## src/include/trig_timing_pkg.sv

```systemverilog
// Constants and types shared by the camera trigger timing core
package trig_timing_pkg;
  // Clock and control tick
  localparam int CLK_PERIOD_NS  = 10;
  localparam int CTRL_PERIOD_NS = 1000;
  localparam int TICK_CYCLES    = CTRL_PERIOD_NS / CLK_PERIOD_NS;
  localparam int TICK_CNT_W     = 7;
  // Widths
  localparam int NUM_CAMS = 4;
  localparam int TIMER_W  = 20;
  localparam int FLASH_W  = 16;
  localparam int ADDR_W   = 8;
  localparam int DATA_W   = 32;
  localparam int DIAG_W   = 8;
  localparam int SEL_W    = 3;
  localparam int SRC_N    = 8;
  localparam int DST_N    = 7;
  // Register offsets
  localparam logic [7:0] ADDR_CSR          = 8'h00;
  localparam logic [7:0] ADDR_CAM_CTRL     = 8'h01;
  localparam logic [7:0] ADDR_UNIT_CTRL    = 8'h02;
  localparam logic [7:0] ADDR_FRAME_PERIOD = 8'h03;
  localparam logic [7:0] ADDR_CAM_COUNT0   = 8'h04;
  localparam logic [7:0] ADDR_CAM_COUNT3   = 8'h07;
  localparam logic [7:0] ADDR_FLASH_CTRL   = 8'h08;
  localparam logic [7:0] ADDR_FLASH_TIMING = 8'h09;
  localparam logic [7:0] ADDR_STATUS       = 8'h0A;
  localparam logic [7:0] ADDR_VERSION      = 8'hFF;
  // Field positions
  localparam int CSR_ENABLE_BIT    = 0;
  localparam int CSR_BUSY_CLR_BIT  = 1;
  localparam int CAM_EN_LSB        = 0;
  localparam int CAM_TRIG_LSB      = 4;
  localparam int UNIT_COMPRESS_BIT = 0;
  localparam int FLASH_DUR_LSB     = 0;
  localparam int FLASH_DELAY_LSB   = 16;
  // Reset values
  localparam logic [19:0] RST_FRAME_PERIOD = 20'hF4240;
  localparam logic [19:0] RST_CAM_COUNT    = 20'h00000;
  localparam logic [31:0] RST_FLASH_TIMING = 32'h0000_0064;
  // Arbitrary version value
  localparam logic [31:0] VERSION_VALUE    = 32'h0000_0101;
  typedef enum logic [1:0] {
    FL_IDLE  = 2'b00,
    FL_DELAY = 2'b01,
    FL_ON    = 2'b10
  } flash_state_t;
endpackage : trig_timing_pkg

```

## src/rtl/flash_timer.sv

```systemverilog
// Per-camera LED flash delay and duration timer
`timescale 1ns/10ps
module flash_timer (
  // Clock and reset
  input  wire logic                                clk,
  input  wire logic                                rst_n,
  // Timing control
  input  wire logic                                tick,
  input  wire logic                                start,
  input  wire logic                                allow,
  input  wire logic [trig_timing_pkg::FLASH_W-1:0] delay,
  input  wire logic [trig_timing_pkg::FLASH_W-1:0] duration,
  // Flash enable
  output logic                                     flash
);
  import trig_timing_pkg::*;

  flash_state_t         state_ff;
  flash_state_t         nxt_state;
  logic [FLASH_W-1:0]   cnt_ff;
  logic [FLASH_W-1:0]   nxt_cnt;
  logic                 flash_ff;

  always_comb begin
    nxt_state = state_ff;
    nxt_cnt   = cnt_ff;
    if (!allow) begin
      nxt_state = FL_IDLE;
    end else if (start) begin
      if (delay != '0) begin
        nxt_state = FL_DELAY;
        nxt_cnt   = delay;
      end else if (duration != '0) begin
        nxt_state = FL_ON;
        nxt_cnt   = duration;
      end else begin
        nxt_state = FL_IDLE;
      end
    end else if (tick) begin
      unique case (state_ff)
        FL_IDLE: nxt_state = FL_IDLE;
        FL_DELAY: begin
          if (cnt_ff == FLASH_W'(1)) begin
            nxt_state = (duration != '0) ? FL_ON : FL_IDLE;
            nxt_cnt   = duration;
          end else begin
            nxt_cnt = cnt_ff - FLASH_W'(1);
          end
        end
        FL_ON: begin
          if (cnt_ff == FLASH_W'(1)) begin
            nxt_state = FL_IDLE;
          end else begin
            nxt_cnt = cnt_ff - FLASH_W'(1);
          end
        end
        default: nxt_state = FL_IDLE;
      endcase
    end
  end

  always_ff @(posedge clk) begin
    if (!rst_n) begin
      state_ff <= FL_IDLE;
      cnt_ff   <= '0;
      flash_ff <= 1'b0;
    end else begin
      state_ff <= nxt_state;
      cnt_ff   <= nxt_cnt;
      flash_ff <= (nxt_state == FL_ON);
    end
  end

  assign flash = flash_ff;

  AST_FLASH_BLOCKED: assert property (@(posedge clk) disable iff (!rst_n)
    !allow |=> !flash) else $error("flash on while blocked");
endmodule : flash_timer

```

## src/rtl/frame_trigger_core.sv

```systemverilog
// Frame timer, camera strobes, flash, trigger fan-out and registers
//
// Contract
// - Frame logic advances on a one-microsecond control tick.
// - Frame period in microseconds comes from a host-written register.
// - Frame timer starts at zero, counts each microsecond, wraps at period.
// - Camera strobe fires when the timer equals its acquire count.
// - Acquire count above the period never strobes that camera.
// - One shared frame rate; each camera's point placed independently.
// - 32-bit flash timing holds delay and duration in microseconds.
// - Flash enable rises after the delay following the camera strobe.
// - Flash enable stays on for the duration, then drops.
// - Triggers align to the control tick, output the next cycle.
// - Fanned-out triggers last exactly one control cycle.
// - Camera, host, sensor, external sources feed all destinations.
// - Busy drives both the sensor unit and the general busy output.
// - Compress relay energised normally, released to request compress.
// - A time base output feeds the sensor scope.
// - Free run triggers cameras alone; host activity overrides it.
// - Selector chooses one of eight diagnostic sets for test points.
// - Busy sets on any trigger event, clears on busy clear bit.
// - Global enable low holds all camera and flash outputs inactive unless free run is active.
// - Camera enable low holds that camera's strobe and flash inactive unless free run is active.
// - Frame strobe lasts one microsecond at the matching count.
`timescale 1ns/10ps
module frame_trigger_core (
  // Clock and reset
  input  wire logic                                clk,
  input  wire logic                                rst_n,
  // Register port
  input  wire logic [trig_timing_pkg::ADDR_W-1:0]  reg_addr,
  input  wire logic [trig_timing_pkg::DATA_W-1:0]  reg_wdata,
  input  wire logic                                reg_wr,
  input  wire logic                                reg_rd,
  output logic [trig_timing_pkg::DATA_W-1:0]       reg_rdata,
  // Front panel and host path
  input  wire logic                                free_run_sw,
  input  wire logic                                host_cmd_active,
  input  wire logic [trig_timing_pkg::SEL_W-1:0]   diagnostic_set_selector,
  // Trigger sources
  input  wire logic [trig_timing_pkg::NUM_CAMS-1:0] trig_cam_in,
  input  wire logic                                trig_host_in,
  input  wire logic                                trig_sensor_in,
  input  wire logic                                trig_ext_in,
  // Camera and flash outputs
  output logic [trig_timing_pkg::NUM_CAMS-1:0]     frame_strobe,
  output logic [trig_timing_pkg::NUM_CAMS-1:0]     flash_enable,
  // Trigger destinations
  output logic [trig_timing_pkg::NUM_CAMS-1:0]     trig_cam_out,
  output logic                                     trig_host_out,
  output logic                                     trig_plc_out,
  output logic                                     trig_ext_out,
  // Status outputs
  output logic                                     busy_sensor_out,
  output logic                                     busy_out,
  output logic                                     compress_relay_on,
  output logic                                     time_base,
  output logic                                     free_run_led,
  output logic [trig_timing_pkg::DIAG_W-1:0]       diag_out
);
  import trig_timing_pkg::*;

  // Registers
  logic                 global_en_ff;
  logic [NUM_CAMS-1:0]  cam_en_ff;
  logic [NUM_CAMS-1:0]  flash_allow_ff;
  logic                 compress_req_ff;
  logic [TIMER_W-1:0]   period_ff;
  logic [TIMER_W-1:0]   acq_ff [NUM_CAMS];
  logic [DATA_W-1:0]    flash_timing_ff;
  logic [DATA_W-1:0]    rdata_ff;
  // Timing state
  logic [TICK_CNT_W-1:0] tick_cnt_ff;
  logic                  tick;
  logic [TIMER_W-1:0]    timer_ff;
  logic [NUM_CAMS-1:0]   strobe_ff;
  logic [NUM_CAMS-1:0]   flash_w;
  logic                  time_base_ff;
  // Control and trigger state
  logic                  busy_ff;
  logic                  override_ff;
  logic [NUM_CAMS-1:0]   manual_trig_ff;
  logic [DIAG_W-1:0]     diag_ff;
  logic                  free_active;
  logic                  eff_global;
  logic [NUM_CAMS-1:0]   eff_cam;
  logic                  period_wr;
  logic                  busy_clr;
  logic                  trig_event;
  logic                  trig_w;
  logic [SRC_N-1:0]      trig_src;
  logic [FLASH_W-1:0]    flash_delay;
  logic [FLASH_W-1:0]    flash_dur;

  assign period_wr   = reg_wr && (reg_addr == ADDR_FRAME_PERIOD);
  assign busy_clr    = reg_wr && (reg_addr == ADDR_CSR)
                       && reg_wdata[CSR_BUSY_CLR_BIT];
  assign flash_delay = flash_timing_ff[FLASH_DELAY_LSB +: FLASH_W];
  assign flash_dur   = flash_timing_ff[FLASH_DUR_LSB +: FLASH_W];

  // Free run gives full enable until the host speaks on either path
  assign free_active = free_run_sw & ~override_ff;
  assign eff_global  = global_en_ff | free_active;
  assign eff_cam     = free_active ? {NUM_CAMS{1'b1}} : cam_en_ff;

  // One-microsecond control tick from the fast clock
  always_ff @(posedge clk) begin
    if (!rst_n) begin
      tick_cnt_ff <= '0;
    end else if (tick) begin
      tick_cnt_ff <= '0;
    end else begin
      tick_cnt_ff <= tick_cnt_ff + TICK_CNT_W'(1);
    end
  end
  assign tick = (tick_cnt_ff == TICK_CNT_W'(TICK_CYCLES - 1));

  // Register writes
  always_ff @(posedge clk) begin
    if (!rst_n) begin
      global_en_ff    <= 1'b0;
      cam_en_ff       <= '0;
      flash_allow_ff  <= {NUM_CAMS{1'b1}};
      compress_req_ff <= 1'b0;
      period_ff       <= RST_FRAME_PERIOD;
      flash_timing_ff <= RST_FLASH_TIMING;
    end else if (reg_wr) begin
      unique case (reg_addr)
        ADDR_CSR:          global_en_ff <= reg_wdata[CSR_ENABLE_BIT];
        ADDR_CAM_CTRL:     cam_en_ff <= reg_wdata[CAM_EN_LSB +: NUM_CAMS];
        ADDR_UNIT_CTRL:    compress_req_ff <= reg_wdata[UNIT_COMPRESS_BIT];
        ADDR_FRAME_PERIOD: period_ff <= reg_wdata[TIMER_W-1:0];
        ADDR_FLASH_CTRL:   flash_allow_ff <= reg_wdata[NUM_CAMS-1:0];
        ADDR_FLASH_TIMING: flash_timing_ff <= reg_wdata;
        default:           ;
      endcase
    end
  end

  // Acquire counts, one register per camera
  generate
    for (genvar i = 0; i < NUM_CAMS; i++) begin : g_cam
      always_ff @(posedge clk) begin
        if (!rst_n) begin
          acq_ff[i] <= RST_CAM_COUNT;
        end else if (reg_wr && reg_addr == ADDR_CAM_COUNT0 + 8'(i)) begin
          acq_ff[i] <= reg_wdata[TIMER_W-1:0];
        end
      end

      // Equality to a timer that never passes the period keeps
      // out-of-range counts silent
      always_ff @(posedge clk) begin
        if (!rst_n) begin
          strobe_ff[i] <= 1'b0;
        end else if (!eff_global || !eff_cam[i]) begin
          strobe_ff[i] <= 1'b0;
        end else if (tick) begin
          strobe_ff[i] <= (timer_ff == acq_ff[i]);
        end
      end

      flash_timer u_flash (
        .clk      (clk),
        .rst_n    (rst_n),
        .tick     (tick),
        .start    (tick && eff_global && eff_cam[i]
                   && timer_ff == acq_ff[i]),
        .allow    (eff_global && eff_cam[i] && flash_allow_ff[i]),
        .delay    (flash_delay),
        .duration (flash_dur),
        .flash    (flash_w[i])
      );

      AST_STROBE_RANGE: assert property (@(posedge clk)
        disable iff (!rst_n)
        tick && acq_ff[i] > period_ff && timer_ff <= period_ff
        |=> !strobe_ff[i]) else $error("strobe beyond period");
    end
  endgenerate

  // Shared frame timer
  always_ff @(posedge clk) begin
    if (!rst_n) begin
      timer_ff <= '0;
    end else if (period_wr) begin
      timer_ff <= '0;
    end else if (tick) begin
      if (timer_ff >= period_ff) begin
        timer_ff <= '0;
      end else begin
        timer_ff <= timer_ff + TIMER_W'(1);
      end
    end
  end

  // Square time base for the sensor scope
  always_ff @(posedge clk) begin
    if (!rst_n) begin
      time_base_ff <= 1'b0;
    end else if (tick) begin
      time_base_ff <= ~time_base_ff;
    end
  end

  // Host takeover of free run, released when the switch is turned off
  always_ff @(posedge clk) begin
    if (!rst_n) begin
      override_ff <= 1'b0;
    end else if (!free_run_sw) begin
      override_ff <= 1'b0;
    end else if (reg_wr || host_cmd_active) begin
      override_ff <= 1'b1;
    end
  end

  // Manual triggers held one write's worth so the edge detector sees them
  always_ff @(posedge clk) begin
    if (!rst_n) begin
      manual_trig_ff <= '0;
    end else if (reg_wr && reg_addr == ADDR_CAM_CTRL) begin
      manual_trig_ff <= reg_wdata[CAM_TRIG_LSB +: NUM_CAMS];
    end else begin
      manual_trig_ff <= '0;
    end
  end

  assign trig_src = {|manual_trig_ff, trig_ext_in, trig_sensor_in,
                     trig_host_in, trig_cam_in};

  trigger_fanout u_fanout (
    .clk         (clk),
    .rst_n       (rst_n),
    .tick        (tick),
    .src         (trig_src),
    .event_pulse (trig_event),
    .trig_out    (trig_w)
  );

  // Busy: a trigger arriving with the clear still sets it
  always_ff @(posedge clk) begin
    if (!rst_n) begin
      busy_ff <= 1'b0;
    end else if (trig_event) begin
      busy_ff <= 1'b1;
    end else if (busy_clr) begin
      busy_ff <= 1'b0;
    end
  end

  // Diagnostic sets for the test points
  always_ff @(posedge clk) begin
    if (!rst_n) begin
      diag_ff <= '0;
    end else begin
      unique case (diagnostic_set_selector)
        3'h0: diag_ff <= {flash_w, strobe_ff};
        3'h1: diag_ff <= trig_src;
        3'h2: diag_ff <= timer_ff[7:0];
        3'h3: diag_ff <= timer_ff[15:8];
        3'h4: diag_ff <= {4'h0, timer_ff[19:16]};
        3'h5: diag_ff <= {tick, time_base_ff, trig_w, busy_ff,
                          compress_req_ff, free_active, override_ff,
                          eff_global};
        3'h6: diag_ff <= {eff_cam, cam_en_ff};
        3'h7: diag_ff <= {flash_allow_ff, manual_trig_ff};
      endcase
    end
  end

  // Read data, valid the cycle after the strobe only
  always_ff @(posedge clk) begin
    if (!rst_n) begin
      rdata_ff <= '0;
    end else if (reg_rd) begin
      if (reg_addr >= ADDR_CAM_COUNT0 && reg_addr <= ADDR_CAM_COUNT3) begin
        rdata_ff <= {12'h000, acq_ff[reg_addr[1:0]]};
      end else begin
        unique case (reg_addr)
          ADDR_CSR:          rdata_ff <= {31'h0, global_en_ff};
          ADDR_CAM_CTRL:     rdata_ff <= {28'h0, cam_en_ff};
          ADDR_UNIT_CTRL:    rdata_ff <= {31'h0, compress_req_ff};
          ADDR_FRAME_PERIOD: rdata_ff <= {12'h000, period_ff};
          ADDR_FLASH_CTRL:   rdata_ff <= {28'h0, flash_allow_ff};
          ADDR_FLASH_TIMING: rdata_ff <= flash_timing_ff;
          ADDR_STATUS:       rdata_ff <= {4'h0, free_active, busy_ff,
                                          flash_w, timer_ff, 2'h0};
          ADDR_VERSION:      rdata_ff <= VERSION_VALUE;
          default:           rdata_ff <= '0;
        endcase
      end
    end else begin
      rdata_ff <= '0;
    end
  end

  assign reg_rdata         = rdata_ff;
  assign frame_strobe      = strobe_ff;
  assign flash_enable      = flash_w;
  assign trig_cam_out      = {NUM_CAMS{trig_w}};
  assign trig_host_out     = trig_w;
  assign trig_plc_out      = trig_w;
  assign trig_ext_out      = trig_w;
  assign busy_sensor_out   = busy_ff;
  assign busy_out          = busy_ff;
  assign compress_relay_on = ~compress_req_ff;
  assign time_base         = time_base_ff;
  assign free_run_led      = free_active;
  assign diag_out          = diag_ff;

  AST_TICK_PERIOD: assert property (@(posedge clk) disable iff (!rst_n)
    tick |=> !tick [*8]) else $error("tick too frequent");
  AST_TIMER_WRAP: assert property (@(posedge clk) disable iff (!rst_n)
    tick && !period_wr && timer_ff == period_ff |=> timer_ff == '0)
    else $error("timer did not wrap");
  AST_TIMER_STEP: assert property (@(posedge clk) disable iff (!rst_n)
    tick && !period_wr && timer_ff < period_ff
    |=> timer_ff == $past(timer_ff) + TIMER_W'(1))
    else $error("timer did not step");
  AST_PERIOD_RESTART: assert property (@(posedge clk) disable iff (!rst_n)
    period_wr |=> timer_ff == '0) else $error("no restart");
  AST_STROBE_HIT: assert property (@(posedge clk) disable iff (!rst_n)
    tick && eff_global && eff_cam[0] && timer_ff == acq_ff[0]
    ##1 eff_global && eff_cam[0] |-> strobe_ff[0])
    else $error("strobe missed");
  AST_STROBE_GATED: assert property (@(posedge clk) disable iff (!rst_n)
    !eff_global |=> strobe_ff == '0) else $error("strobe while off");
  AST_BUSY_SET: assert property (@(posedge clk) disable iff (!rst_n)
    trig_event |=> busy_out && busy_sensor_out)
    else $error("busy not set");
  AST_BUSY_CLEAR: assert property (@(posedge clk) disable iff (!rst_n)
    busy_clr && !trig_event |=> !busy_out) else $error("busy stuck");
  AST_RELAY: assert property (@(posedge clk) disable iff (!rst_n)
    reg_wr && reg_addr == ADDR_UNIT_CTRL && reg_wdata[UNIT_COMPRESS_BIT]
    |=> !compress_relay_on) else $error("relay not released");
endmodule : frame_trigger_core

```

## src/rtl/trigger_fanout.sv

```systemverilog
// Trigger capture, control clock alignment and fan-out pulse
`timescale 1ns/10ps
module trigger_fanout (
  // Clock and reset
  input  wire logic                              clk,
  input  wire logic                              rst_n,
  // Control tick and sources
  input  wire logic                              tick,
  input  wire logic [trig_timing_pkg::SRC_N-1:0] src,
  // Results
  output logic                                   event_pulse,
  output logic                                   trig_out
);
  import trig_timing_pkg::*;

  logic [SRC_N-1:0] src_q_ff;
  logic             pend_ff;
  logic             sync_ff;
  logic             out_ff;
  logic             rise_any;

  assign rise_any = |(src & ~src_q_ff);

  always_ff @(posedge clk) begin
    if (!rst_n) begin
      src_q_ff <= '0;
    end else begin
      src_q_ff <= src;
    end
  end

  // New edge wins over the tick that consumes the older one
  always_ff @(posedge clk) begin
    if (!rst_n) begin
      pend_ff <= 1'b0;
    end else begin
      pend_ff <= rise_any | (pend_ff & ~tick);
    end
  end

  always_ff @(posedge clk) begin
    if (!rst_n) begin
      sync_ff <= 1'b0;
      out_ff  <= 1'b0;
    end else if (tick) begin
      sync_ff <= pend_ff;
      out_ff  <= sync_ff;
    end
  end

  assign event_pulse = tick & sync_ff;
  assign trig_out    = out_ff;

  AST_FANOUT_NEXT: assert property (@(posedge clk) disable iff (!rst_n)
    tick && sync_ff |=> trig_out) else $error("trigger not fanned out");
  AST_FANOUT_EDGES: assert property (@(posedge clk) disable iff (!rst_n)
    $changed(trig_out) |-> $past(tick)) else $error("pulse off tick");
endmodule : trigger_fanout

```

## config.mk

```make
export PLATFORM = sky130hd
export DESIGN_NAME = frame_trigger_core
export DESIGN_NICKNAME = d
export VERILOG_FILES = /design/src/include/trig_timing_pkg.sv /design/src/rtl/flash_timer.sv /design/src/rtl/frame_trigger_core.sv /design/src/rtl/trigger_fanout.sv
export SDC_FILE = /design/constraint.sdc
export NUM_CORES = 1
export LEC_CHECK = 0
export BUFFER_PORTS_ARGS = -buffer_cell sky130_fd_sc_hd__buf_4
export CORE_MARGIN = 2
export CORE_UTILIZATION = 45
export DETAILED_ROUTE_END_ITERATION = 7
export SLEW_MARGIN = 20
export SYNTH_ARGS = -nofsm -noshare
export SYNTH_HDL_FRONTEND = slang
export SYNTH_SLANG_ARGS = --single-unit
```

## constraint.sdc

```tcl
create_clock -name clk -period 4.38 [get_ports clk]
set_clock_uncertainty 0.1 [all_clocks]
set_input_delay 0.657 -clock clk [delete_from_list [all_inputs] [get_ports clk]]
set_output_delay 0.657 -clock clk [all_outputs]
set_load 0.02 [all_outputs]
```

==> impl_results.md <==
* Gr busiest metal: met2
* # clock sinks at 307
* Combinational share of power at 5.6%
* Setup violators final at 0
* Pint at 5010 uW
* Critical path endpoint: g_cam[1].u_flash.flash
* Final ANT Viol Nets at 0
* Syn nets at 2026
* Initial antenna violation count at 1
* CP Max Fanout at 19
* Flop pwr share at 46.0%
* First-pass GRT wire length at 94600 um
* GRT Util Overall at 30.9%
* Synth async-reset ratio at 0%
* Static Leakage at 0.00787 uW
* Data arrival, critical path at 3810 ps
* PostCTS Resize Cnt at 0
* Slew Limit Fails at 0
* CP required at 4770 ps
* Setup slack, reg-to-reg at 960 ps
* Critical R2R Launch: tick_cnt_ff[0]
* #FFs+latches synth at 307
* Initial DRC count at 1445
* Via Count at 15400
* Pin count of the biggest net entering global routing at 53
* Worst VDD drop at 0.000304 V
* Drt pass-1 iters at 7
* # port buffers at 115
* Met1 usage at 41.3%
* Synth Flop Type: dfxtp_1
* Reg2Reg Depth at 8
* DP HPWL at 46100 um
* Area Overhead vs Synth at 14.2%
* Avg WL per Cell at 24.7 um
* Post-synth cell types at 78
* Peak Freq at 292 MHz
* Grt total ovfl at 0
* Setup crit end kind: flip-flop
* Psw at 1510 uW
* Routability Congestion at 0.955
* Vias in the first global route at 15000
* CTS tree: built
* Starting Density at 45.9%
* Synth Area per Inst at 8.99 um2
* Cell Area, Synth at 0.0174 mm2
* Sequential fraction of the synthesis area at 40.0%
* # Max-Cap Violations at 0
* I/O pins at 116
* RSZ-0062 raised after global routing: no
* Row count at 71
* Die area at 0.0402 mm2
* DIE HEIGHT at 200 um
* GR Util met2 at 48.8%
* Fin. Hold Viols at 0
* Root Buffer: clkbuf_16
* Die width at 200 um
* Syn. warnings at 0
* Met3 usage at 5.19%
* Switching share of power at 23.2%
* Slew @ Worst Pin at 1100 ps
* Cell area power density at 329 mW/mm2
* CTS clk-pin slew, worst paths at 60 ps
* Fill count at 3523
* Minimum clock period at 3420 ps
* Dpl ws at 967 ps
* Routed wire length at 62600 um
* Relative slew slack at 26.6%
* Core ar. at 0.0378 mm2
* Layout cell share with drive strength beyond 1 at 14.9%
* Post-route DRC at 0
* Critical path origin: tick_cnt_ff[0]
* Clock power share at 48.4%
* Fin Setup TNS at 0 ps
* Worst r2r dst: g_cam[1].u_flash.flash
* CP Class: reg2reg
* Post-Syn Instances at 1932
* CTS Buffer Depth at 3
* Routed vias/inst at 6.08
* Hold Crit Class: in2reg
* Net count, final at 2090
* Period utilisation layout at 78.1%
* Startpoint Class: flip-flop
* PnR worst setup slack at 959 ps
* Ant. Diodes at 0
* Clock latency on the worst-skew pair at 550 ps
* Setup Fix Bufs, Post-CTS at 0
* # hold bufs at CTS at 0
* Status: complete, no violations
* Post-synth EDFFs at 80
* CTS H-tree depth at 2
* Cts bufs inserted at 36
layer usage:
metal,up-vias,share of wire [%]
li1,7010,-
met1,7480,41
met2,749,45
met3,171,8.5
met4,0,5.0
met5,-,0
worst min path at each step:
stage                           startpoint                   end  slack (ps)  cells past startpoint
after floorplan             tick_cnt_ff[0]        tick_cnt_ff[0]         330                      1
after global placement    u_fanout.pend_ff      u_fanout.sync_ff         340                      2
after detailed placement  u_fanout.pend_ff      u_fanout.sync_ff         350                      2
after CTS                      free_run_sw           override_ff         240                      2
after global routing        trig_sensor_in  u_fanout.src_q_ff[5]         250                      2
final                          free_run_sw           override_ff         260                      2
critical path, cell delays in order (launching register included):
cell       delay (ps)
dfxtp_1           370
ha_1              210
and2_1            270
and2_1            580
nand2_1           210
or3_1             760
and3_1            330
a2111oi_2         360
o21a_1            170
cell usage after synthesis (13+ instances only):
| library cell | instances | area [um2] |
|---|---|---|
| and3_1 | 22 | 138 |
| buf_4 | 15 | 113 |
| nor2_1 | 176 | 661 |
| nor4_1 | 50 | 313 |
| o21ai_0 | 70 | 350 |
| nor3_1 | 54 | 270 |
| a21oi_1 | 137 | 686 |
| xor2_1 | 90 | 788 |
| nand3_1 | 34 | 170 |
| inv_1 | 52 | 195 |
| mux2i_1 | 71 | 711 |
| mux4_2 | 25 | 563 |
| clkbuf_1 | 79 | 297 |
| and2_1 | 90 | 563 |
| a22oi_1 | 46 | 345 |
| buf_2 | 27 | 135 |
| dfxtp_1 | 227 | 4540 |
| buf_1 | 13 | 48.8 |
| a211oi_1 | 32 | 240 |
| nand4_1 | 38 | 238 |
| nand2_1 | 190 | 713 |
| edfxtp_1 | 80 | 2400 |
| a21o_1 | 15 | 113 |
| xnor2_1 | 63 | 552 |
| o211ai_1 | 16 | 120 |
| ha_1 | 38 | 475 |
| nand2b_1 | 13 | 81.3 |
power by group through the flow:
| stage | Sequential, uW | Clock (uW) | Combinational, uW |
|---|---|---|---|
| after floorplan | 3050 | 0 | 187 |
| after global placement | 3060 | 0 | 358 |
| after detailed placement | 3070 | 0 | 358 |
| after CTS | 3000 | 3190 | 359 |
| after global routing | 3010 | 3310 | 383 |
| final | 3000 | 3160 | 364 |
layout by cell type, fill, tap and decap left out, types with 7 or more instances in the layout:
master,n
a211oi_1,32
nand2_1,190
ha_1,38
clkbuf_16,37
mux4_2,25
or3_1,10
o31ai_1,9
a221oi_1,10
inv_1,52
nor2b_1,8
a21o_1,15
mux2i_1,71
clkbuf_1,9
buf_4,174
o211ai_1,16
a21oi_1,137
nand3_1,34
clkbuf_8,8
and3_1,22
xnor2_1,63
edfxtp_1,80
nand2b_1,13
a22oi_1,46
or4_1,7
nor3_1,53
nor4_1,50
mux2_2,10
nand4_1,38
nor2_1,174
and2_1,90
o21ai_0,67
dfxtp_1,227
xor2_1,90
registers in the layout (all words and copies together), names as in the netlist, 4 cells and up:
| register | flops |
|---|---|
| cam_en_ff | 4 |
| timer_ff | 20 |
| u_fanout.src_q_ff | 8 |
| frame_strobe | 4 |
| flash_allow_ff | 4 |
| g_cam.u_flash.flash | 4 |
| diag_out | 8 |
| period_ff | 20 |
| flash_timing_ff | 32 |
| g_cam.u_flash.cnt_ff | 64 |
| tick_cnt_ff | 7 |
| manual_trig_ff | 4 |
| g_cam.u_flash.state_ff | 8 |
| acq_ff | 80 |
| reg_rdata | 32 |
logic make-up after synthesis:
kind of cell               count (synthesis)  share of synthesized area (%)
and+or+nand+nor                          743                           22.0
muxes                                    108                           8.20
DFF                                      307                           40.0
xor gates and xnor gates                 153                           7.72
AOI/OAI and AO/OA                        382                           13.9
buffers and inverters                    201                           5.48
adders and majority gates                 38                           2.74
stage by stage:
| step | instance area [um2] | total power [uW] | hold slack (ps) | util, % | instances |
|---|---|---|---|---|---|
| after global routing | 19800 | 6690 | 254 | 52.4 | 2533 |
| after detailed placement | 18600 | 3420 | 354 | 49.1 | 2469 |
| final | 19800 | 6520 | 255 | 52.4 | 2533 |
| after global placement | 18600 | 3420 | 340 | 49.1 | 2469 |
| after CTS | 19800 | 6550 | 236 | 52.4 | 2533 |
| after floorplan | 17400 | 3240 | 330 | - | 1932 |
final cells by class:
type / count / area, um2 / area share [%]
Inverter: 53 / 200 / 1.01
Tap cell: 511 / 639 / 3.23
Clock buffer: 54 / 1070 / 5.40
Clock inverter: 10 / 153 / 0.770
Sequential cell: 307 / 6950 / 35.0
Timing Repair Buffer: 174 / 1310 / 6.59
Multi-Input combinational cell: 1424 / 9510 / 48.0
(Power assumes the default switching activity.)
